[config.mk]
export PLATFORM = sky130hd
export DESIGN_NAME = nvmsac_ctrl
export DESIGN_NICKNAME = d
export VERILOG_FILES = /design/src/core/nvmsac_ctrl.v /design/src/core/nvmsac_sect.v
export VERILOG_INCLUDE_DIRS = /design/src /design/src/core
export SDC_FILE = /design/constraint.sdc
export NUM_CORES = 1
export LEC_CHECK = 0
export BUFFER_PORTS_ARGS = -buffer_cell sky130_fd_sc_hd__buf_2
export CAP_MARGIN = 25
export CORE_MARGIN = 1.5
export CORE_UTILIZATION = 50
export CTS_BUF_LIST = sky130_fd_sc_hd__clkbuf_8
export DETAILED_ROUTE_END_ITERATION = 8
export GPL_TIMING_DRIVEN = 1
export PLACE_DENSITY = 0.8
export SYNTH_ARGS = -nofsm -noshare
export SYNTH_HDL_FRONTEND = slang
export SYNTH_SLANG_ARGS = --single-unit
[constraint.sdc]
create_clock -name clk_sys_i -period 6.75 [get_ports clk_sys_i]
set_input_delay 0.3375 -clock clk_sys_i [delete_from_list [all_inputs] [get_ports clk_sys_i]]
set_output_delay 0.3375 -clock clk_sys_i [all_outputs]
set_load 0.03 [all_outputs]
[src/core/nvmsac_map.vh]
// Register offsets, field positions, command codes and address decodes
// Assumes an 8-bit register port and a 16-bit data-space address
`ifndef NVMSAC_MAP_VH
`define NVMSAC_MAP_VH
`define NVMSAC_REG_CMD 8'h00
`define NVMSAC_REG_PROT 8'h01
`define NVMSAC_REG_STAT 8'h02
`define NVMSAC_REG_KEY 8'h03
`define NVMSAC_REG_EXTPG 8'h04
`define NVMSAC_REG_FBOOT 8'h05
`define NVMSAC_REG_FCODE 8'h06
`define NVMSAC_PROT_RP 0
`define NVMSAC_PROT_WPC 1
`define NVMSAC_PROT_WPD 2
`define NVMSAC_PROT_MAP_LO 4
`define NVMSAC_STAT_FLASH_BUSY_FLAG 0
`define NVMSAC_STAT_EEPROM_BUSY_FLAG 1
`define NVMSAC_KEY_VAL 8'h9D
`define NVMSAC_KEY_WIN 3'h4
`define NVMSAC_CMD_NO_COMMAND 8'h00
`define NVMSAC_CMD_NO_OPERATION_COMMAND 8'h01
`define NVMSAC_CMD_FLWR 8'h02
`define NVMSAC_CMD_FLER_GRP 5'h01
`define NVMSAC_CMD_EEWR 8'h12
`define NVMSAC_CMD_EEERWR 8'h13
`define NVMSAC_CMD_EEER_GRP 5'h03
`define NVMSAC_CMD_WHOLE_CHIP_ERASE 8'h20
`define NVMSAC_CMD_WHOLE_EEPROM_ERASE 8'h30
`define NVMSAC_SPAN_MAX 3'h5
`define NVMSAC_PAGE_SH 4'h9
`define NVMSAC_UR_SH 4'h5
`define NVMSAC_EE_SEL 7'h0A
`define NVMSAC_UR_SEL 11'h090
`define NVMSAC_SIG_SEL 9'h022
`define NVMSAC_FUSE_SEL 12'h105
`define NVMSAC_TGT_FL 3'h0
`define NVMSAC_TGT_EE 3'h1
`define NVMSAC_TGT_UR 3'h2
`define NVMSAC_TGT_FUSE 3'h3
`define NVMSAC_TGT_SIG 3'h4
`define NVMSAC_OP_BYTE 3'h0
`define NVMSAC_OP_WORD 3'h1
`define NVMSAC_OP_ERASE 3'h2
`define NVMSAC_OP_ERWR 3'h3
`define NVMSAC_OP_WHOLE 3'h4
`define NVMSAC_DEF_BOOT 8'h00
`define NVMSAC_DEF_CODE 8'h00
`endif

[src/core/nvmsac_ctrl.v]
// Nonvolatile memory section access controller
// Assumes one access at a time from core or programming port, and an
// array that answers reads in the same cycle and pulses done per memory
//
// Contract
// Code fuse not above boot: no code section
// Fuses count 512-byte blocks; zero sizes special
// Boundary past flash end uses default fuse
// Boot read-protect set in boot, acts outside
// Write-protect bits lock code and data sections
// EEPROM 512 bytes, erase 1..32, byte writes
// Identification row rejects writes and erases
// User row is 32 bytes, survives chip erase
// Port reads user row only when unlocked
// Fuses load at start-up, written by port only
// Flash at 0x0000 code, 0x8000 data space
// Code address is page register over pointer
// Code read byte chosen by address bit 0
// Target address captured when operation starts
// Window select maps 32 KB flash block
// Access during erase or write stalls bus
// Data stores byte, program store word only
// One erase covers up to 32 pages
// Flash page holds 512 bytes
// User row erased whole, written per byte; a store from the programming port while locked writes the whole 32-byte row
// Whole erases start at once, others arm
// Software checks busy, keys, commands within four
// Software writes no-operation after stores
// Busy flags stand for whole operation
// Command write outside key window ignored
//
// The address-and-strobe port and the placing of the registers were decided locally.
`timescale 1ns/10ps
`include "nvmsac_map.vh"
module nvmsac_ctrl #(
	parameter FLASH_PAGES = 256,
	parameter FA_W = 17
) (
	input wire clk_sys_i,
	input wire reset_n_i,
	input wire [7:0] reg_addr_i,
	input wire [7:0] reg_wdata_i,
	input wire reg_wr_i,
	input wire reg_rd_i,
	output reg [7:0] reg_rdata_o,
	input wire fuse_load_i,
	input wire [7:0] fuse_boot_i,
	input wire [7:0] fuse_code_i,
	input wire [FA_W-1:0] exec_pc_i,
	input wire dev_locked_i,
	input wire acc_req_i,
	input wire acc_we_i,
	input wire acc_pm_i,
	input wire acc_pp_i,
	input wire [15:0] acc_addr_i,
	input wire [15:0] acc_wdata_i,
	output wire acc_stall_o,
	output reg acc_rvalid_o,
	output reg [7:0] acc_rdata_o,
	output wire [FA_W-1:0] arr_raddr_o,
	output wire [2:0] arr_rsel_o,
	input wire [15:0] arr_rdata_i,
	output reg op_valid_o,
	output reg [2:0] op_target_o,
	output reg [2:0] op_kind_o,
	output reg [2:0] op_span_o,
	output reg [FA_W-1:0] op_addr_o,
	output reg [15:0] op_data_o,
	input wire flash_done_i,
	input wire ee_done_i,
	output wire flash_busy_o,
	output wire eeprom_busy_o
);
	reg [7:0] cmd_r;
	reg rp_r;
	reg wpc_r;
	reg wpd_r;
	reg [1:0] flash_window_select_r;
	reg [7:0] ext_r;
	reg [2:0] key_cnt_r;
	reg [7:0] fboot_r;
	reg [7:0] fcode_r;
	reg flash_busy_flag_r;
	reg eeprom_busy_flag_r;
	reg [7:0] rd_nxt;
	wire x_boot;
	wire x_code;
	wire x_data;
	wire a_boot;
	wire a_code;
	wire a_data;

	// Register port decode
	wire key_wr = reg_wr_i && (reg_addr_i == `NVMSAC_REG_KEY);
	wire cmd_wr = reg_wr_i && (reg_addr_i == `NVMSAC_REG_CMD) &&
		(key_cnt_r != 3'h0);
	wire prot_wr = reg_wr_i && (reg_addr_i == `NVMSAC_REG_PROT);
	wire ext_wr = reg_wr_i && (reg_addr_i == `NVMSAC_REG_EXTPG);
	wire imm_whole_chip_erase = cmd_wr && (reg_wdata_i == `NVMSAC_CMD_WHOLE_CHIP_ERASE);
	wire imm_whole_eeprom_erase = cmd_wr && (reg_wdata_i == `NVMSAC_CMD_WHOLE_EEPROM_ERASE);
	wire imm_go = imm_whole_chip_erase || imm_whole_eeprom_erase;

	// Access address forming
	wire [23:0] pm_full = {ext_r, acc_addr_i};
	wire [23:0] ds_full = {7'h00, flash_window_select_r, acc_addr_i[14:0]};
	wire [23:0] da_full = {8'h00, acc_addr_i};
	wire is_fl = acc_pm_i || acc_addr_i[15];
	wire [23:0] fa_full = acc_pm_i ? pm_full : ds_full;
	wire [FA_W-1:0] fa = fa_full[FA_W-1:0];
	wire is_ee = !acc_pm_i && (acc_addr_i[15:9] == `NVMSAC_EE_SEL);
	wire is_ur = !acc_pm_i && (acc_addr_i[15:5] == `NVMSAC_UR_SEL);
	wire is_sig = !acc_pm_i && (acc_addr_i[15:7] == `NVMSAC_SIG_SEL);
	wire is_fuse = !acc_pm_i && (acc_addr_i[15:4] == `NVMSAC_FUSE_SEL);
	wire hit = is_fl || is_ee || is_ur || is_sig || is_fuse;
	wire [2:0] tgt = is_fl ? `NVMSAC_TGT_FL :
		is_ee ? `NVMSAC_TGT_EE :
		is_ur ? `NVMSAC_TGT_UR :
		is_fuse ? `NVMSAC_TGT_FUSE : `NVMSAC_TGT_SIG;

	nvmsac_sect #(
		.FLASH_PAGES(FLASH_PAGES),
		.FA_W(FA_W)
	) u_exec_sect (
		.boot_i(fboot_r),
		.code_i(fcode_r),
		.addr_i(exec_pc_i),
		.in_boot_o(x_boot),
		.in_code_o(x_code),
		.in_data_o(x_data)
	);

	nvmsac_sect #(
		.FLASH_PAGES(FLASH_PAGES),
		.FA_W(FA_W)
	) u_acc_sect (
		.boot_i(fboot_r),
		.code_i(fcode_r),
		.addr_i(fa),
		.in_boot_o(a_boot),
		.in_code_o(a_code),
		.in_data_o(a_data)
	);

	// Bus wait while any erase or write runs
	wire busy_any = flash_busy_flag_r || eeprom_busy_flag_r;
	assign acc_stall_o = acc_req_i && (busy_any || imm_go);
	wire take = acc_req_i && !busy_any && !imm_go;
	assign flash_busy_o = flash_busy_flag_r;
	assign eeprom_busy_o = eeprom_busy_flag_r;

	// Read path
	assign arr_raddr_o = is_fl ? fa : da_full[FA_W-1:0];
	assign arr_rsel_o = tgt;
	// Boot protection acts only once execution is outside boot
	wire rd_block = (is_fl && a_boot && rp_r && !x_boot) ||
		(is_ur && acc_pp_i && dev_locked_i);
	wire [7:0] rd_byte = (is_fl && fa[0]) ? arr_rdata_i[15:8] :
		arr_rdata_i[7:0];

	// Armed command decode
	wire c_flw = (cmd_r == `NVMSAC_CMD_FLWR);
	wire c_fer = (cmd_r[7:3] == `NVMSAC_CMD_FLER_GRP) &&
		(cmd_r[2:0] <= `NVMSAC_SPAN_MAX);
	wire c_eew = (cmd_r == `NVMSAC_CMD_EEWR);
	wire c_eerw = (cmd_r == `NVMSAC_CMD_EEERWR);
	wire c_eer = (cmd_r[7:3] == `NVMSAC_CMD_EEER_GRP) &&
		(cmd_r[2:0] <= `NVMSAC_SPAN_MAX);
	wire c_ee = c_eew || c_eerw || c_eer;
	wire c_fl = c_flw || c_fer;

	// Self-programming permission by executing and target section
	wire fl_ok_cpu = a_boot ? 1'b0 :
		a_code ? (x_boot && !wpc_r) :
		((x_boot || x_code) && !wpd_r && a_data);
	wire fl_ok = acc_pp_i || fl_ok_cpu;
	wire ee_ok = acc_pp_i || !x_data;
	wire wr_fl = is_fl && c_fl && fl_ok;
	wire wr_ee = is_ee && c_ee && ee_ok && !acc_pm_i;
	wire wr_ur = is_ur && c_fl;
	wire wr_fuse = is_fuse && c_ee && acc_pp_i;
	// Identification row never matches a write path
	wire wr_any = wr_fl || wr_ee || wr_ur || wr_fuse;
	wire start = take && acc_we_i && wr_any;
	wire on_flash = wr_fl || wr_ur;

	// Operation shape
	wire ur_page = acc_pp_i && dev_locked_i;
	reg [2:0] kind_nxt;
	reg [2:0] span_nxt;
	reg [3:0] clr_nxt;
	always @* begin
		kind_nxt = `NVMSAC_OP_BYTE;
		span_nxt = 3'h0;
		clr_nxt = 4'h0;
		if (on_flash) begin
			if (c_flw) begin
				kind_nxt = acc_pm_i ? `NVMSAC_OP_WORD : `NVMSAC_OP_BYTE;
				clr_nxt = acc_pm_i ? 4'h1 : 4'h0;
				if (wr_ur && ur_page) begin
					span_nxt = `NVMSAC_SPAN_MAX;
					clr_nxt = `NVMSAC_UR_SH;
				end
			end else if (wr_ur) begin
				kind_nxt = `NVMSAC_OP_ERASE;
				span_nxt = `NVMSAC_SPAN_MAX;
				clr_nxt = `NVMSAC_UR_SH;
			end else begin
				kind_nxt = `NVMSAC_OP_ERASE;
				span_nxt = cmd_r[2:0];
				clr_nxt = `NVMSAC_PAGE_SH + {1'b0, cmd_r[2:0]};
			end
		end else begin
			if (c_eerw) begin
				kind_nxt = `NVMSAC_OP_ERWR;
			end else if (c_eer && wr_ee) begin
				kind_nxt = `NVMSAC_OP_ERASE;
				span_nxt = cmd_r[2:0];
				clr_nxt = {1'b0, cmd_r[2:0]};
			end
		end
	end
	wire [23:0] base_full = is_fl ? fa_full : da_full;
	wire [23:0] amask = ~((24'h000001 << clr_nxt) - 24'h000001);
	wire [23:0] tgt_addr = base_full & amask;

	// Control and protection registers
	always @(posedge clk_sys_i) begin
		if (!reset_n_i) begin
			cmd_r <= `NVMSAC_CMD_NO_COMMAND;
			key_cnt_r <= 3'h0;
			rp_r <= 1'b0;
			wpc_r <= 1'b0;
			wpd_r <= 1'b0;
			flash_window_select_r <= 2'h0;
			ext_r <= 8'h00;
		end else begin
			if (key_wr && (reg_wdata_i == `NVMSAC_KEY_VAL)) begin
				key_cnt_r <= `NVMSAC_KEY_WIN;
			end else if (cmd_wr) begin
				key_cnt_r <= 3'h0;
			end else if (key_cnt_r != 3'h0) begin
				key_cnt_r <= key_cnt_r - 3'h1;
			end
			if (cmd_wr) begin
				cmd_r <= reg_wdata_i;
			end
			if (prot_wr) begin
				if (reg_wdata_i[`NVMSAC_PROT_RP] && x_boot) begin
					rp_r <= 1'b1;
				end
				if (reg_wdata_i[`NVMSAC_PROT_WPC]) begin
					wpc_r <= 1'b1;
				end
				if (reg_wdata_i[`NVMSAC_PROT_WPD]) begin
					wpd_r <= 1'b1;
				end
				flash_window_select_r <= reg_wdata_i[`NVMSAC_PROT_MAP_LO+1:`NVMSAC_PROT_MAP_LO];
			end
			if (ext_wr) begin
				ext_r <= reg_wdata_i;
			end
		end
	end

	// Section fuses are taken once start-up finishes
	always @(posedge clk_sys_i) begin
		if (!reset_n_i) begin
			fboot_r <= 8'h00;
			fcode_r <= 8'h00;
		end else if (fuse_load_i) begin
			fboot_r <= fuse_boot_i;
			fcode_r <= fuse_code_i;
		end
	end

	// Busy flags; a new start wins over a done in the same cycle
	always @(posedge clk_sys_i) begin
		if (!reset_n_i) begin
			flash_busy_flag_r <= 1'b0;
			eeprom_busy_flag_r <= 1'b0;
		end else begin
			flash_busy_flag_r <= (start && on_flash) || imm_whole_chip_erase ||
				(flash_busy_flag_r && !flash_done_i);
			eeprom_busy_flag_r <= (start && !on_flash) || imm_go ||
				(eeprom_busy_flag_r && !ee_done_i);
		end
	end

	// Operation request, address captured at start
	always @(posedge clk_sys_i) begin
		if (!reset_n_i) begin
			op_valid_o <= 1'b0;
			op_target_o <= `NVMSAC_TGT_FL;
			op_kind_o <= `NVMSAC_OP_BYTE;
			op_span_o <= 3'h0;
			op_addr_o <= {FA_W{1'b0}};
			op_data_o <= 16'h0000;
		end else begin
			op_valid_o <= start || imm_go;
			if (imm_go) begin
				// Whole-chip erase covers flash and EEPROM, never the user row
				op_target_o <= imm_whole_chip_erase ? `NVMSAC_TGT_FL : `NVMSAC_TGT_EE;
				op_kind_o <= `NVMSAC_OP_WHOLE;
				op_span_o <= 3'h0;
				op_addr_o <= {FA_W{1'b0}};
				op_data_o <= 16'h0000;
			end else if (start) begin
				op_target_o <= tgt;
				op_kind_o <= kind_nxt;
				op_span_o <= span_nxt;
				op_addr_o <= tgt_addr[FA_W-1:0];
				op_data_o <= acc_pm_i ? acc_wdata_i :
					{8'h00, acc_wdata_i[7:0]};
			end
		end
	end

	// Read answers, one cycle after the request is taken
	always @(posedge clk_sys_i) begin
		if (!reset_n_i) begin
			acc_rvalid_o <= 1'b0;
			acc_rdata_o <= 8'h00;
		end else begin
			acc_rvalid_o <= take && !acc_we_i;
			if (take && !acc_we_i) begin
				acc_rdata_o <= (rd_block || !hit) ? 8'h00 : rd_byte;
			end
		end
	end

	// Register read mux
	always @* begin
		case (reg_addr_i)
			`NVMSAC_REG_CMD: rd_nxt = cmd_r;
			`NVMSAC_REG_PROT: rd_nxt = {2'h0, flash_window_select_r, 1'b0, wpd_r, wpc_r, rp_r};
			`NVMSAC_REG_STAT: rd_nxt = {6'h00, eeprom_busy_flag_r, flash_busy_flag_r};
			`NVMSAC_REG_EXTPG: rd_nxt = ext_r;
			`NVMSAC_REG_FBOOT: rd_nxt = fboot_r;
			`NVMSAC_REG_FCODE: rd_nxt = fcode_r;
			default: rd_nxt = 8'h00;
		endcase
	end

	always @(posedge clk_sys_i) begin
		if (!reset_n_i) begin
			reg_rdata_o <= 8'h00;
		end else begin
			reg_rdata_o <= reg_rd_i ? rd_nxt : 8'h00;
		end
	end
endmodule

[src/core/nvmsac_sect.v]
// Flash section classifier: boot, application code or application data
// Assumes fuse sizes in 512-byte pages, loaded once after start-up
`timescale 1ns/10ps
`include "nvmsac_map.vh"
module nvmsac_sect #(
	parameter FLASH_PAGES = 256,
	parameter FA_W = 17
) (
	input wire [7:0] boot_i,
	input wire [7:0] code_i,
	input wire [FA_W-1:0] addr_i,
	output wire in_boot_o,
	output wire in_code_o,
	output wire in_data_o
);
	localparam [15:0] PAGES = FLASH_PAGES;
	wire [15:0] pg;
	wire [15:0] boot_w;
	wire [15:0] code_w;
	wire [7:0] eff_boot;
	wire [7:0] eff_code;
	wire has_code;
	assign pg = {{(25-FA_W){1'b0}}, addr_i[FA_W-1:9]};
	assign boot_w = {8'h00, boot_i};
	assign code_w = {8'h00, code_i};
	// Boundary past the flash end falls back to the default
	assign eff_boot = (boot_w > PAGES) ? `NVMSAC_DEF_BOOT : boot_i;
	assign eff_code = (code_w > PAGES) ? `NVMSAC_DEF_CODE : code_i;
	// Zero boot size makes all flash boot
	assign in_boot_o = (eff_boot == 8'h00) || (pg < {8'h00, eff_boot});
	// Nonzero code size not above boot size, or a zero boot size, removes the code section
	assign has_code = (eff_boot != 8'h00) &&
		((eff_code == 8'h00) || (eff_code > eff_boot));
	assign in_code_o = !in_boot_o && has_code &&
		((eff_code == 8'h00) || (pg < {8'h00, eff_code}));
	assign in_data_o = !in_boot_o && !in_code_o;
endmodule

Word-level counts from Yosys, hierarchy flattened
Cells that the tools add are included.

Register bits after elaboration: 102. Bits of input ports: 109. Output and inout bits: 83. Logic and storage cells: 206.

Add/sub/neg operators: 3. Magnitude comparators: 8. Equal/unequal tests: 18. Shift operators: 1. Muxes and demuxes: 41. Bitwise gates (word level): 3. Reductions and logical operators: 110.

Operators by type and width (count): 3-bit two-way mux (21); 1-bit logical AND (52); 17-bit two-way mux (3); 8-bit case mux with 6 select lines (1); 8-bit < comparator (4); 8-bit two-way mux (4); 1-bit logical OR (30); 8-bit by 2-bit == test with 1-bit output (second input constant) (3); 8-bit by 3-bit == test with 1-bit output (second input constant) (3); 8-bit zero test (3); 8-bit by 9-bit > comparator with 1-bit output (second input constant) (2); 17-bit bitwise AND (1); 17-bit inverter (1); 1-bit by 4-bit << shifter with 17-bit output (first input constant) (1); 17-bit by 1-bit subtractor with 17-bit output (second input constant) (1); 8-bit by 5-bit == test with 1-bit output (second input constant) (2); 8-bit by 6-bit == test with 1-bit output (second input constant) (2); 16-bit two-way mux (1); 1-bit zero test (15); 12-bit by 9-bit == test with 1-bit output (second input constant) (1); 4-bit two-way mux (3); 11-bit by 8-bit == test with 1-bit output (second input constant) (1); 9-bit by 6-bit == test with 1-bit output (second input constant) (1); 8-bit by 1-bit == test with 1-bit output (second input constant) (1); 17 further kinds (27).

Logic depth before layout (Yosys ltp)
Gate-level depths: netlist of run 1.

Depth in word-level cells: 21. Depth in mapped cells: 18. Depth with buffers taken out: 18.

Modules after synthesis
Synthesis of run 1 repeated with hierarchy kept, for this count alone.

Cell total of the unflattened synthesis: 780. Area, all modules: 6272.3 um^2.

By module, submodules not included: nvmsac_ctrl (times used 1, cells each 622, area an instance 5064.9 um^2, seq. area each 2042.0 um^2); nvmsac_sect at u_exec_sect (times used 1, cells each 79, area an instance 610.6 um^2, seq. area each 0.0 um^2); nvmsac_sect at u_acc_sect (times used 1, cells each 79, area an instance 596.8 um^2, seq. area each 0.0 um^2).

Worst setup path after synthesis of run 1
Ideal clock, no wire load.

Kind: input-to-reg. Start: in acc_pm_i. End: reg op_addr_o[6]. Setup time: 0.117 ns. Data arrival time: 3.831 ns. Required time: 6.633 ns. Setup slack: 2.802 ns. Stages: 17. Buffers on the path: 1. Cells stage by stage: clkbuf_1 -> mux2_2 -> ha_1 -> nand2_1 -> nor3_1 -> a2111oi_0 -> or4b_4 -> o31a_1 -> o21ai_1 -> nor2_1 -> nand2_1 -> ha_1 -> inv_1 -> nor3_1 -> a311o_1 -> nor3_2 -> a32o_1.

Word-level cells in the longest chain between the ends: 19. Elaborated cells on any way between the ends: 46. Those cells by class: add/sub: 1; order compare: 2; shift: 1; mux: 11; bitwise: 2; reduce/logical: 29.

RTL lines: start: declaration (line nvmsac_ctrl.v:53) `input wire acc_pm_i,`; 17-bit two-way mux (line nvmsac_ctrl.v:108) `wire [23:0] fa_full = acc_pm_i ? pm_full : ds_full;`; 8-bit < comparator (line nvmsac_sect.v:30) `assign in_boot_o = (eff_boot == 8'h00) || (pg < {8'h00, eff_boot});`; 1-bit logical OR (line nvmsac_sect.v:30); 1-bit zero test (line nvmsac_sect.v:34, nvmsac_sect.v:36); 1-bit logical AND (2 in series) (line nvmsac_sect.v:34) `assign in_code_o = !in_boot_o && has_code &&`; 1-bit zero test (line nvmsac_sect.v:36) `assign in_data_o = !in_boot_o && !in_code_o;`; 1-bit logical AND (line nvmsac_sect.v:36); 1-bit logical AND (line nvmsac_ctrl.v:174) `((x_boot || x_code) && !wpd_r && a_data);`; [2 not listed]; 1-bit logical OR (line nvmsac_ctrl.v:175) `wire fl_ok = acc_pp_i || fl_ok_cpu;`; 1-bit logical AND (line nvmsac_ctrl.v:177) `wire wr_fl = is_fl && c_fl && fl_ok;`; 1-bit logical OR (line nvmsac_ctrl.v:184) `wire on_flash = wr_fl || wr_ur;`; 4-bit two-way mux (line nvmsac_ctrl.v:195) `if (on_flash) begin`; 1-bit by 4-bit << shifter with 17-bit output (line nvmsac_ctrl.v:223) `wire [23:0] amask = ~((24'h000001 << clr_nxt) - 24'h000001);`; 17-bit by 1-bit subtractor with 17-bit output (line nvmsac_ctrl.v:223); 17-bit inverter (line nvmsac_ctrl.v:223); 17-bit bitwise AND (line nvmsac_ctrl.v:224) `wire [23:0] tgt_addr = base_full & amask;`; end signal: assignment (line nvmsac_ctrl.v:296) `op_addr_o <= {FA_W{1'b0}};`; end signal: assignment (line nvmsac_ctrl.v:305) `op_addr_o <= {FA_W{1'b0}};`; end signal: assignment (line nvmsac_ctrl.v:311) `op_addr_o <= tgt_addr[FA_W-1:0];`; end: declaration (line nvmsac_ctrl.v:67) `output reg [FA_W-1:0] op_addr_o,`.

Parallel ways exist; a longest one is shown, timed or not. A chain may end at the register's enable or synchronous reset.

Worst setup path in the final report of run 1
Start: reg fboot_r[1]. End: reg op_addr_o[6].

Word-level cells in the longest chain between the ends: 21. Elaborated cells on any way between the ends: 46. Those cells by class: add/sub: 1; order compare: 4; shift: 1; mux: 6; bitwise: 2; reduce/logical: 32.

RTL lines: start: declaration (line nvmsac_ctrl.v:81) `reg [7:0] fboot_r;`; start signal: assignment (line nvmsac_ctrl.v:271) `fboot_r <= fuse_boot_i;`; 8-bit by 9-bit > comparator with 1-bit output (line nvmsac_sect.v:27) `` assign eff_boot = (boot_w > PAGES) ? `NVMSAC_DEF_BOOT : boot_i; ``; 8-bit two-way mux * (line nvmsac_sect.v:27); 8-bit < comparator (tied with other cells) (line nvmsac_sect.v:30); 1-bit logical OR (on tied branches) (line nvmsac_sect.v:30, nvmsac_sect.v:33); 1-bit zero test or 1-bit logical AND (tied branches) (line nvmsac_sect.v:34, nvmsac_sect.v:36, nvmsac_sect.v:32); 1-bit logical AND (2 in series) (line nvmsac_sect.v:34); 1-bit zero test (line nvmsac_sect.v:36); 1-bit logical AND (line nvmsac_sect.v:36); [4 not listed]; 1-bit logical AND (line nvmsac_ctrl.v:215) `end else if (c_eer && wr_ee) begin`; 3-bit two-way mux (line nvmsac_ctrl.v:215); 3-bit two-way mux (line nvmsac_ctrl.v:213) `if (c_eerw) begin`; 4-bit two-way mux (line nvmsac_ctrl.v:195); 1-bit by 4-bit << shifter with 17-bit output (line nvmsac_ctrl.v:223); 17-bit by 1-bit subtractor with 17-bit output (line nvmsac_ctrl.v:223); 17-bit inverter (line nvmsac_ctrl.v:223); 17-bit bitwise AND (line nvmsac_ctrl.v:224).

Mark *: on every way between the ends. The rest lies on a longest branch, timed or not.

==> results of run 1 <==
area by class of cell:
class                           count  area share, %
Multi-Input combinational cell    556           50.3
Inverter                           27           1.46
Sequential cell                   102           29.5
Timing Repair Buffer              186           13.6
Clock buffer                       10           1.99
Tap cell                          143           2.58
Clock inverter                      5          0.632
cell usage in the layout (no fill, tap or decap), types with 3 or more instances in the layout:
cell type	synthesis	layout
o21ai_1	3	3
and2_1	3	3
o211ai_1	3	3
nand3_1	44	44
nand4_1	9	9
a21oi_1	89	89
clkbuf_8	0	10
a31oi_1	5	5
nor2b_1	3	3
mux2_2	3	3
ha_1	42	42
o21bai_1	3	3
nor2_1	81	81
nor3_1	14	14
mux2i_1	28	28
inv_1	26	26
o21a_1	7	7
nor4_1	7	7
nor3b_1	5	5
nand2b_1	5	5
a222oi_1	3	3
and3_1	7	7
o31ai_1	8	8
o2111ai_1	4	4
a22oi_1	13	13
or2_2	4	4
buf_2	4	182
nand2_1	93	93
and4_1	3	3
a21o_1	5	5
buf_4	18	4
dfxtp_1	102	102
o21ai_0	13	13
cells in the mapped netlist (4+ instances only):
cell	count
nor3_1	14
a21oi_1	89
nand2b_1	5
nand4_1	9
ha_1	42
clkbuf_1	24
buf_4	18
nor2_1	81
buf_2	4
dfxtp_1	102
o21ai_0	13
o2111ai_1	4
mux2i_1	28
nor3b_1	5
o31ai_1	8
nor4_1	7
inv_1	26
a31oi_1	5
a22oi_1	13
nand2_1	93
o21a_1	7
or2_2	4
and3_1	7
nand3_1	44
a21o_1	5
per-stage QoR:
| step | total power, mW | hold slack [ns] |
|---|---|---|
| 3_5_place_dp | 0.871 | 0.443 |
| 2_1_floorplan | 0.796 | 0.436 |
| 3_3_place_gp | 0.864 | 0.435 |
| 5_1_grt | 1.29 | 0.182 |
| 6_report | 1.23 | 0.183 |
| 4_1_cts | 1.23 | 0.176 |
power by group:
part / switching, mW / internal [mW] / total [mW]
registers: 0.0141 / 0.617 / 0.631
clock network: 0.221 / 0.147 / 0.368
logic: 0.135 / 0.0932 / 0.228
total: 0.370 / 0.857 / 1.23
critical path, delay by kind of cell (launching register included):
family	cells	cell delay (ns)
compound gates	8	2.26
simple gates	5	0.77
fa+ha+maj	2	0.67
flops	1	0.46
buf+inv	2	0.35
worst min-delay path by stage:
stage / startpoint / endpoint / slack [ns] / cells past startpoint
after floorplan: ext_r[4]$_SDFFE_PN0P_ / ext_r[4]$_SDFFE_PN0P_ / 0.44 / 2
after global placement: op_addr_o[8]$_SDFFE_PP0P_ / op_addr_o[8]$_SDFFE_PP0P_ / 0.44 / 2
after detailed placement: op_addr_o[11]$_SDFFE_PP0P_ / op_addr_o[11]$_SDFFE_PP0P_ / 0.44 / 2
after CTS: acc_wdata_i[1] / op_data_o[1]$_SDFFE_PP0P_ / 0.18 / 3
after global routing: fuse_code_i[3] / fcode_r[3]$_SDFFE_PN0P_ / 0.18 / 3
final: acc_wdata_i[1] / op_data_o[1]$_SDFFE_PP0P_ / 0.18 / 3
routing by layer:
metal	track usage (%)	wire length (um)
met2	41.6	7480
met5	0	0
met3	4.41	1010
met1	35.4	7420
met4	8.27	455
registers in the layout (all words and copies together) (netlist names), 8 cells and up:
signal / count
op_data_o: 16
cmd_r: 8
op_addr_o: 17
acc_rdata_o: 8
reg_rdata_o: 8
fcode_r: 8
fboot_r: 8
ext_r: 8
kinds of logic (layout without fill, tap and decap cells):
kind of cell	Yosys count	in the layout
buffers and inverters	76	228
AND/OR/NAND/NOR	296	296
AO/OA/AOI/OAI	185	185
adder cells (fa/ha/maj)	42	42
multiplexers	31	31
XOR/XNOR	2	2
flip-flops	102	102
==> summary.txt, run 1 <==
Status
  – Status: complete, no violations

Synth
  – XOR/XNOR Fraction of Synth Area: 0.297%
  – Async S/R FF share, synth: 0%
  – Synth Area per Inst: 8.03 um^2
  – Post-Synth Simple-Gate Area: 24.2%
  – Dominant combinational cell family by area after synthesis: simple AND/OR/NAND/NOR gates
  – Post-synth cell types: 74
  – Mapped Area: 5900 um^2
  – Portion of netlist area occupied by mux cells: 5.33%
  – Synth Net Count: 885
  – Register area share after synthesis: 34.6%
  – Largest cells by area after synthesis: dfxtp_1 35%, ha_1 8.9%, a21oi_1 7.6%, nand2_1 5.9%, nor2_1 5.2%
  – Post-Synthesis Cells: 734
  – Flops & latches, synth: 102
  – Ys Warns: 0
  – Area leader, netlist: dfxtp_1
  – Post-synth EDFFs: 0
  – Adder-cell share of the synthesized area: 8.91%
  – Synth top area share: 34.6%
  – Top FF cell, synth: dfxtp_1
  – Complex-gate fraction of the synthesized area: 20.3%

Worst setup path
  – CP cell instances: inv_1 -> ha_1 -> and3_1 -> a221o_1 -> a21oi_1 -> o31ai_1 -> o31a_1 -> o31a_1 -> o21ai_1 -> nor2_1 -> nand2_1 -> ha_1 -> inv_1 -> nor3_1 -> a311o_1 -> nor3_2 -> a32o_1
  – Setup CP Type: reg -> reg
  – Slowest stage delay, CP: 0.46 ns
  – Critical R2R Launch: fboot_r[1]$_SDFFE_PN0P_
  – CP Data Arrival Time: 4.89 ns
  – Critical Path RT: 7.02 ns
  – Worst R2R End: op_addr_o[6]$_SDFFE_PP0P_
  – Critical Path End: op_addr_o[6]$_SDFFE_PP0P_
  – CP startpoint: fboot_r[1]$_SDFFE_PN0P_
  – Critical path endpoint category: flip-flop
  – R2R setup slack: 2.14 ns
  – Max stage delay cell, worst path: dfxtp_1
  – Critical Path Start Type: flip-flop
  – Crit path max fanout: 11
  – Cells on worst reg2reg path: 17

STA
  – Setup ws final: 2.14 ns
  – Fmax: 217 MHz
  – Period utilization: 68.3%
  – Slew Limit Fails: 0
  – Period minus WS final: 4.61 ns
  – Setup repair after global routing missed its margin: no
  – Finish-stage setup viols: 0
  – Rel. slew slack: 28.2%
  – Worst-Margin Slew: 1.07 ns
  – Final setup TNS: 0 ns
  – Skew final: 0.00982 ns
  – Hold Fails Final Rpt: 0

Route
  – Routed WL per cell: 15.9 um
  – DR pass1 iterations: 5
  – Via density: 5.72
  – DRC Markers: 0
  – First DRT Iteration DRCs: 507
  – Via count: 5884
  – Routed WL: 16400 um
  – DRT antenna net count: 0

Final layout
  – Fillers: 1030
  – Fin util: 60.4%
  – Multi-input gate area: 3480 um^2
  – Sequential Area: 2040 um^2
  – Final Net Count: 1033
  – Synthesis-to-finish area growth: 17.5%
  – Fin cells: 1029
  – Final Cell Area: 6930 um^2
  – Layout cells sized above 1: 25.4%
  – Antenna Cells: 0

CTS
  – PostCTS Resize Cnt: 0
  – CTS Hold Buffers Added: 0
  – Clock latency on the worst-skew pair: 0.38 ns
  – Max clock buf depth: 2
  – Clock sinks: 102
  – CTS buffer count: 9
  – Number of setup buffers added after CTS: 0
  – Htree depth: 3
  – Clock-pin slew on the worst setup and hold paths: 0.10 ns
  – Root buffer cell: clkbuf_8
  – CTS tree: done

Pwr
  – Leak: 3.07 nW
  – VDD IR max: 119 uV
  – Cell Pwr Density: 177 nW/um^2

Floorplan
  – Placement Rows: 39
  – Ports: 192
  – Die H: 112 um
  – Starting Density: 51.4%
  – Die area: 12500 um^2
  – Area of the core: 11500 um^2
  – Die Wd: 112 um

Global route
  – Total GRT Usage: 25.8%
  – Largest net degree at the start of global routing: 54
  – Total gr overflow: 0
  – Initial antenna violation count: 0
  – Number of global-route vias before repair: 5264
  – Global-route wire length before repair: 26200 um

Place
  – PortBufs: 182
  – Placed standard-cell area: 6740 um^2
  – Setup WS pre-CTS: 1.95 ns
  – Cell Count Post-Placement: 1014
  – Final GP Congestion: 0.949
  – Hpwl dp: 12300 um

Hold path
  – Hold WC Path Type: in -> reg

Flow run
  – Max-cap violations: 0
Power figures use the tool's default switching activity.
==> inputs of run 2 (changes only) <==
--- a/config.mk
+++ b/config.mk
@@ -6,6 +6,7 @@
 export SDC_FILE = /design/constraint.sdc
 export NUM_CORES = 1
 export LEC_CHECK = 0
+export ABC_AREA = 1
 export BUFFER_PORTS_ARGS = -buffer_cell sky130_fd_sc_hd__buf_2
 export CAP_MARGIN = 25
 export CORE_MARGIN = 1.5
==> constraint.sdc (replaced) <==
create_clock -name clk_sys_i -period 4.7 [get_ports clk_sys_i]
set_input_delay 0.235 -clock clk_sys_i [delete_from_list [all_inputs] [get_ports clk_sys_i]]
set_output_delay 0.235 -clock clk_sys_i [all_outputs]
set_load 0.03 [all_outputs]
==> summary.txt, run 2 <==
Floorplan
  – Ports: 192 (unchanged)
  – Area of the core: 11500 um^2 (unchanged)
  – Die area: 12500 um^2 (about the same)
  – Die Wd: 112 um (about the same)
  – Placement Rows: 39 (unchanged)
  – Starting Density: 51.7% (was 51.4%)
  – Die H: 112 um (about the same)

STA
  – Period utilization: 76.6% (was 68.3%)
  – Fmax: 278 MHz (was 217 MHz)
  – Skew final: 0.0152 ns (was 0.00982 ns)
  – Final setup TNS: 0 ns (unchanged)
  – Hold Fails Final Rpt: 0 (unchanged)
  – Worst-Margin Slew: 1.04 ns (was 1.07 ns)
  – Period minus WS final: 3.60 ns (was 4.61 ns)
  – Rel. slew slack: 30.2% (was 28.2%)
  – Finish-stage setup viols: 0 (unchanged)
  – Setup repair after global routing missed its margin: no (unchanged)
  – Slew Limit Fails: 0 (unchanged)

Worst setup path
  – Critical R2R Launch: flash_window_select_r[0]$_SDFFE_PN0P_ (was fboot_r[1]$_SDFFE_PN0P_)
  – Slowest stage delay, CP: 0.34 ns (was 0.46 ns)
  – Max stage delay cell, worst path: dfxtp_1 (unchanged)
  – Setup CP Type: reg -> reg (unchanged)
  – Crit path max fanout: 10 (was 11)
  – Cells on worst reg2reg path: 27 (was 17)
  – CP Data Arrival Time: 3.90 ns (was 4.89 ns)
  – Critical path endpoint category: flip-flop (unchanged)
  – Top cell by count, worst path: nand2_1
  – Critical Path RT: 5.00 ns (was 7.02 ns)
  – R2R setup slack: 1.10 ns (was 2.14 ns)
  – Worst R2R End: op_addr_o[12]$_SDFFE_PP0P_ (was op_addr_o[6]$_SDFFE_PP0P_)
  – Critical Path Start Type: flip-flop (unchanged)

Hold path
  – Hold_sp: acc_we_i (was acc_wdata_i[1])
  – Hold WC Path Type: in -> reg (unchanged)
  – Hold path cells: 2 (was 3)
  – Worst hold endpoint: acc_rvalid_o$_SDFF_PN0_ (was op_data_o[1]$_SDFFE_PP0P_)

Place
  – Hpwl dp: 12500 um (was 12300 um)
  – Final GP Congestion: 0.945 (was 0.949)
  – PortBufs: 182 (unchanged)
  – Cell Count Post-Placement: 1128 (was 1014)

Final layout
  – Sequential Area: 2040 um^2 (unchanged)
  – Most common cell after layout, fill and taps aside: buf_2 (unchanged)
  – Final Net Count: 1147 (was 1033)
  – Synthesis-to-finish area growth: 17.4% (was 17.5%)
  – Commonest non-fill, non-tap cells in the layout: 182 x buf_2, 147 x nand2_1, 106 x inv_1 (was 182 x buf_2, 102 x dfxtp_1, 93 x nand2_1)
  – Multi-input gate area: 3220 um^2 (was 3480 um^2)
  – Fillers: 1108 (was 1030)
  – Fin cells: 1145 (was 1029)
  – Layout cells sized above 1: 22.1% (was 25.4%)
  – Largest registers: op_addr_o x17, op_data_o x16 (unchanged)
  – Max reg flops: 17 (unchanged)
  – Reg with most FFs: op_addr_o (unchanged)

Route
  – Routed WL per cell: 14.3 um (was 15.9 um)
  – DRC Markers: 0 (unchanged)
  – Via density: 5.39 (was 5.72)
  – DRT antenna net count: 0 (unchanged)
  – Routed WL: 16300 um (was 16400 um)
  – First DRT Iteration DRCs: 463 (was 507)
  – Via count: 6173 (was 5884)
  – DR pass1 iterations: 5 (unchanged)

CTS
  – Root buffer cell: clkbuf_8 (unchanged)
  – PostCTS Resize Cnt: 0 (unchanged)
  – Max clock buf depth: 2 (unchanged)
  – Clock sinks: 102 (unchanged)
  – CTS Hold Buffers Added: 0 (unchanged)
  – CTS tree: done (unchanged)
  – Clock-pin slew on the worst setup and hold paths: 0.10 ns (about the same)
  – Clock latency on the worst-skew pair: 0.39 ns (was 0.38 ns)
  – CTS buffer count: 9 (unchanged)
  – Htree depth: 3 (unchanged)
  – Number of setup buffers added after CTS: 0 (unchanged)

Synth
  – Post-synth cell types: 39 (was 74)
  – Count leader, synth: nand2_1 (was dfxtp_1)
  – Area leader, netlist: dfxtp_1 (unchanged)
  – Synth Area per Inst: 7.03 um^2 (was 8.03 um^2)
  – Mapped Area: 5930 um^2 (was 5900 um^2)
  – Largest cells by area after synthesis: dfxtp_1 34%, nand2_1 9.3%, ha_1 8.9%, a21oi_1 8.1%, inv_1 6.6% (was dfxtp_1 35%, ha_1 8.9%, a21oi_1 7.6%, nand2_1 5.9%, nor2_1 5.2%)
  – Post-synth EDFFs: 0 (unchanged)
  – Async S/R FF share, synth: 0% (unchanged)
  – Top FF cell, synth: dfxtp_1 (unchanged)
  – Ys Warns: 0 (unchanged)
  – Synth Net Count: 994 (was 885)
  – Synth top area share: 34.5% (was 34.6%)
  – Register area share after synthesis: 34.5% (was 34.6%)
  – Synth cell count leaders: 147 x nand2_1, 105 x inv_1, 102 x dfxtp_1 (was 102 x dfxtp_1, 93 x nand2_1, 89 x a21oi_1)
  – Post-Synthesis Cells: 843 (was 734)
  – Flops & latches, synth: 102 (unchanged)

Global route
  – Largest net degree at the start of global routing: 46 (was 54)
  – Total gr overflow: 0 (unchanged)
  – Initial antenna violation count: 1 (was 0)
  – Global-route wire length before repair: 26500 um (was 26200 um)
  – Number of global-route vias before repair: 5557 (was 5264)
  – Total GRT Usage: 26.2% (was 25.8%)

Pwr
  – Cell Pwr Density: 258 nW/um^2 (was 177 nW/um^2)
  – VDD IR max: 244 uV (was 119 uV)
  – Leak: 3.29 nW (was 3.07 nW)

Status
  – Status: complete, no violations (unchanged)

Flow run
  – Max-cap violations: 0 (unchanged)
==> run 2: cell count changes after synthesis, moves of 6 or more <==
cell	change
and3_1	-7
a21oi_1	+7
o31ai_1	-7
nand2_1	+54
clkbuf_1	-7
o21ai_0	+63
mux2i_1	-28
inv_1	+79
a22oi_1	-13
o211ai_1	+8
nand3_1	+9
a221oi_1	+6
==> run 2: kinds of logic (layout without fill, tap and decap cells) <==
logic type | Yosys count | after routing | synth area share [%]
xor+xnor | 2 | 2 | 0.296
other cells | 0 | 1 | 0
compound gates | 212 | 212 | 19.5
simple gates | 333 | 333 | 25.6
flops | 102 | 102 | 34.5
fa+ha+maj | 42 | 42 | 8.87
buf+inv | 152 | 310 | 11.3
==> run 2: worst max path at each step <==
stage / cells after the start / slack [ns] / from / end
after floorplan: 29 / 1.32 / acc_pm_i / op_addr_o[8]$_SDFFE_PP0P_
final: 27 / 1.10 / flash_window_select_r[0]$_SDFFE_PN0P_ / op_addr_o[12]$_SDFFE_PP0P_
after global routing: 27 / 0.53 / flash_window_select_r[0]$_SDFFE_PN0P_ / op_addr_o[6]$_SDFFE_PP0P_
after CTS: 27 / 1.12 / flash_window_select_r[0]$_SDFFE_PN0P_ / op_addr_o[12]$_SDFFE_PP0P_
after detailed placement: 29 / 1.02 / acc_pm_i / op_addr_o[12]$_SDFFE_PP0P_
after global placement: 30 / 1.01 / acc_pm_i / op_addr_o[8]$_SDFFE_PP0P_
==> run 2: report_power, final <==
part	internal, mW	leakage (nW)	switching (mW)
sequential	0.891	0.828	0.0165
combinational	0.134	2.37	0.233
clock	0.199	0.0896	0.322
total	1.22	3.29	0.572
==> run 2: critical path, delay by kind of cell, from the launching register on <==
| kind | cells | cell delay, ns |
|---|---|---|
| simple gates | 18 | 1.67 |
| compound gates | 3 | 0.57 |
| fa+ha+maj | 2 | 0.53 |
| buf+inv | 4 | 0.40 |
| flops | 1 | 0.34 |
==> run 2: per-layer routing <==
layer | GRT usage (%) | vias to the layer above | routed length, um
met4 | 8.78 | 0 | 283
met5 | 0 | - | 0
met1 | 34.9 | 2788 | 7180
li1 | - | 3130 | -
met3 | 5.33 | 20 | 1290
met2 | 42.6 | 235 | 7580
==> run 2: cell type report <==
type	instances	share of cell area, %
multi-input combinational	589	46.3
inverter	111	5.99
tap	143	2.57
timing repair buffer	183	13.2
clock buffer	9	1.78
antenna	1	0.0360
clock inverter	7	0.809
sequential	102	29.4
==> run 2: through the flow <==
step / setup WS (ns) / area (um^2) / util, % / hold slack [ns] / total power, mW
2_1_floorplan: 1.32 / 5930 / - / 0.312 / 1.18
3_3_place_gp: 1.01 / 6770 / 59.1 / 0.439 / 1.28
3_5_place_dp: 1.02 / 6770 / 59.1 / 0.446 / 1.29
4_1_cts: 1.12 / 6950 / 60.6 / 0.0405 / 1.81
5_1_grt: 0.531 / 6950 / 60.6 / 0.0526 / 1.91
6_report: 1.10 / 6960 / 60.7 / 0.0604 / 1.80
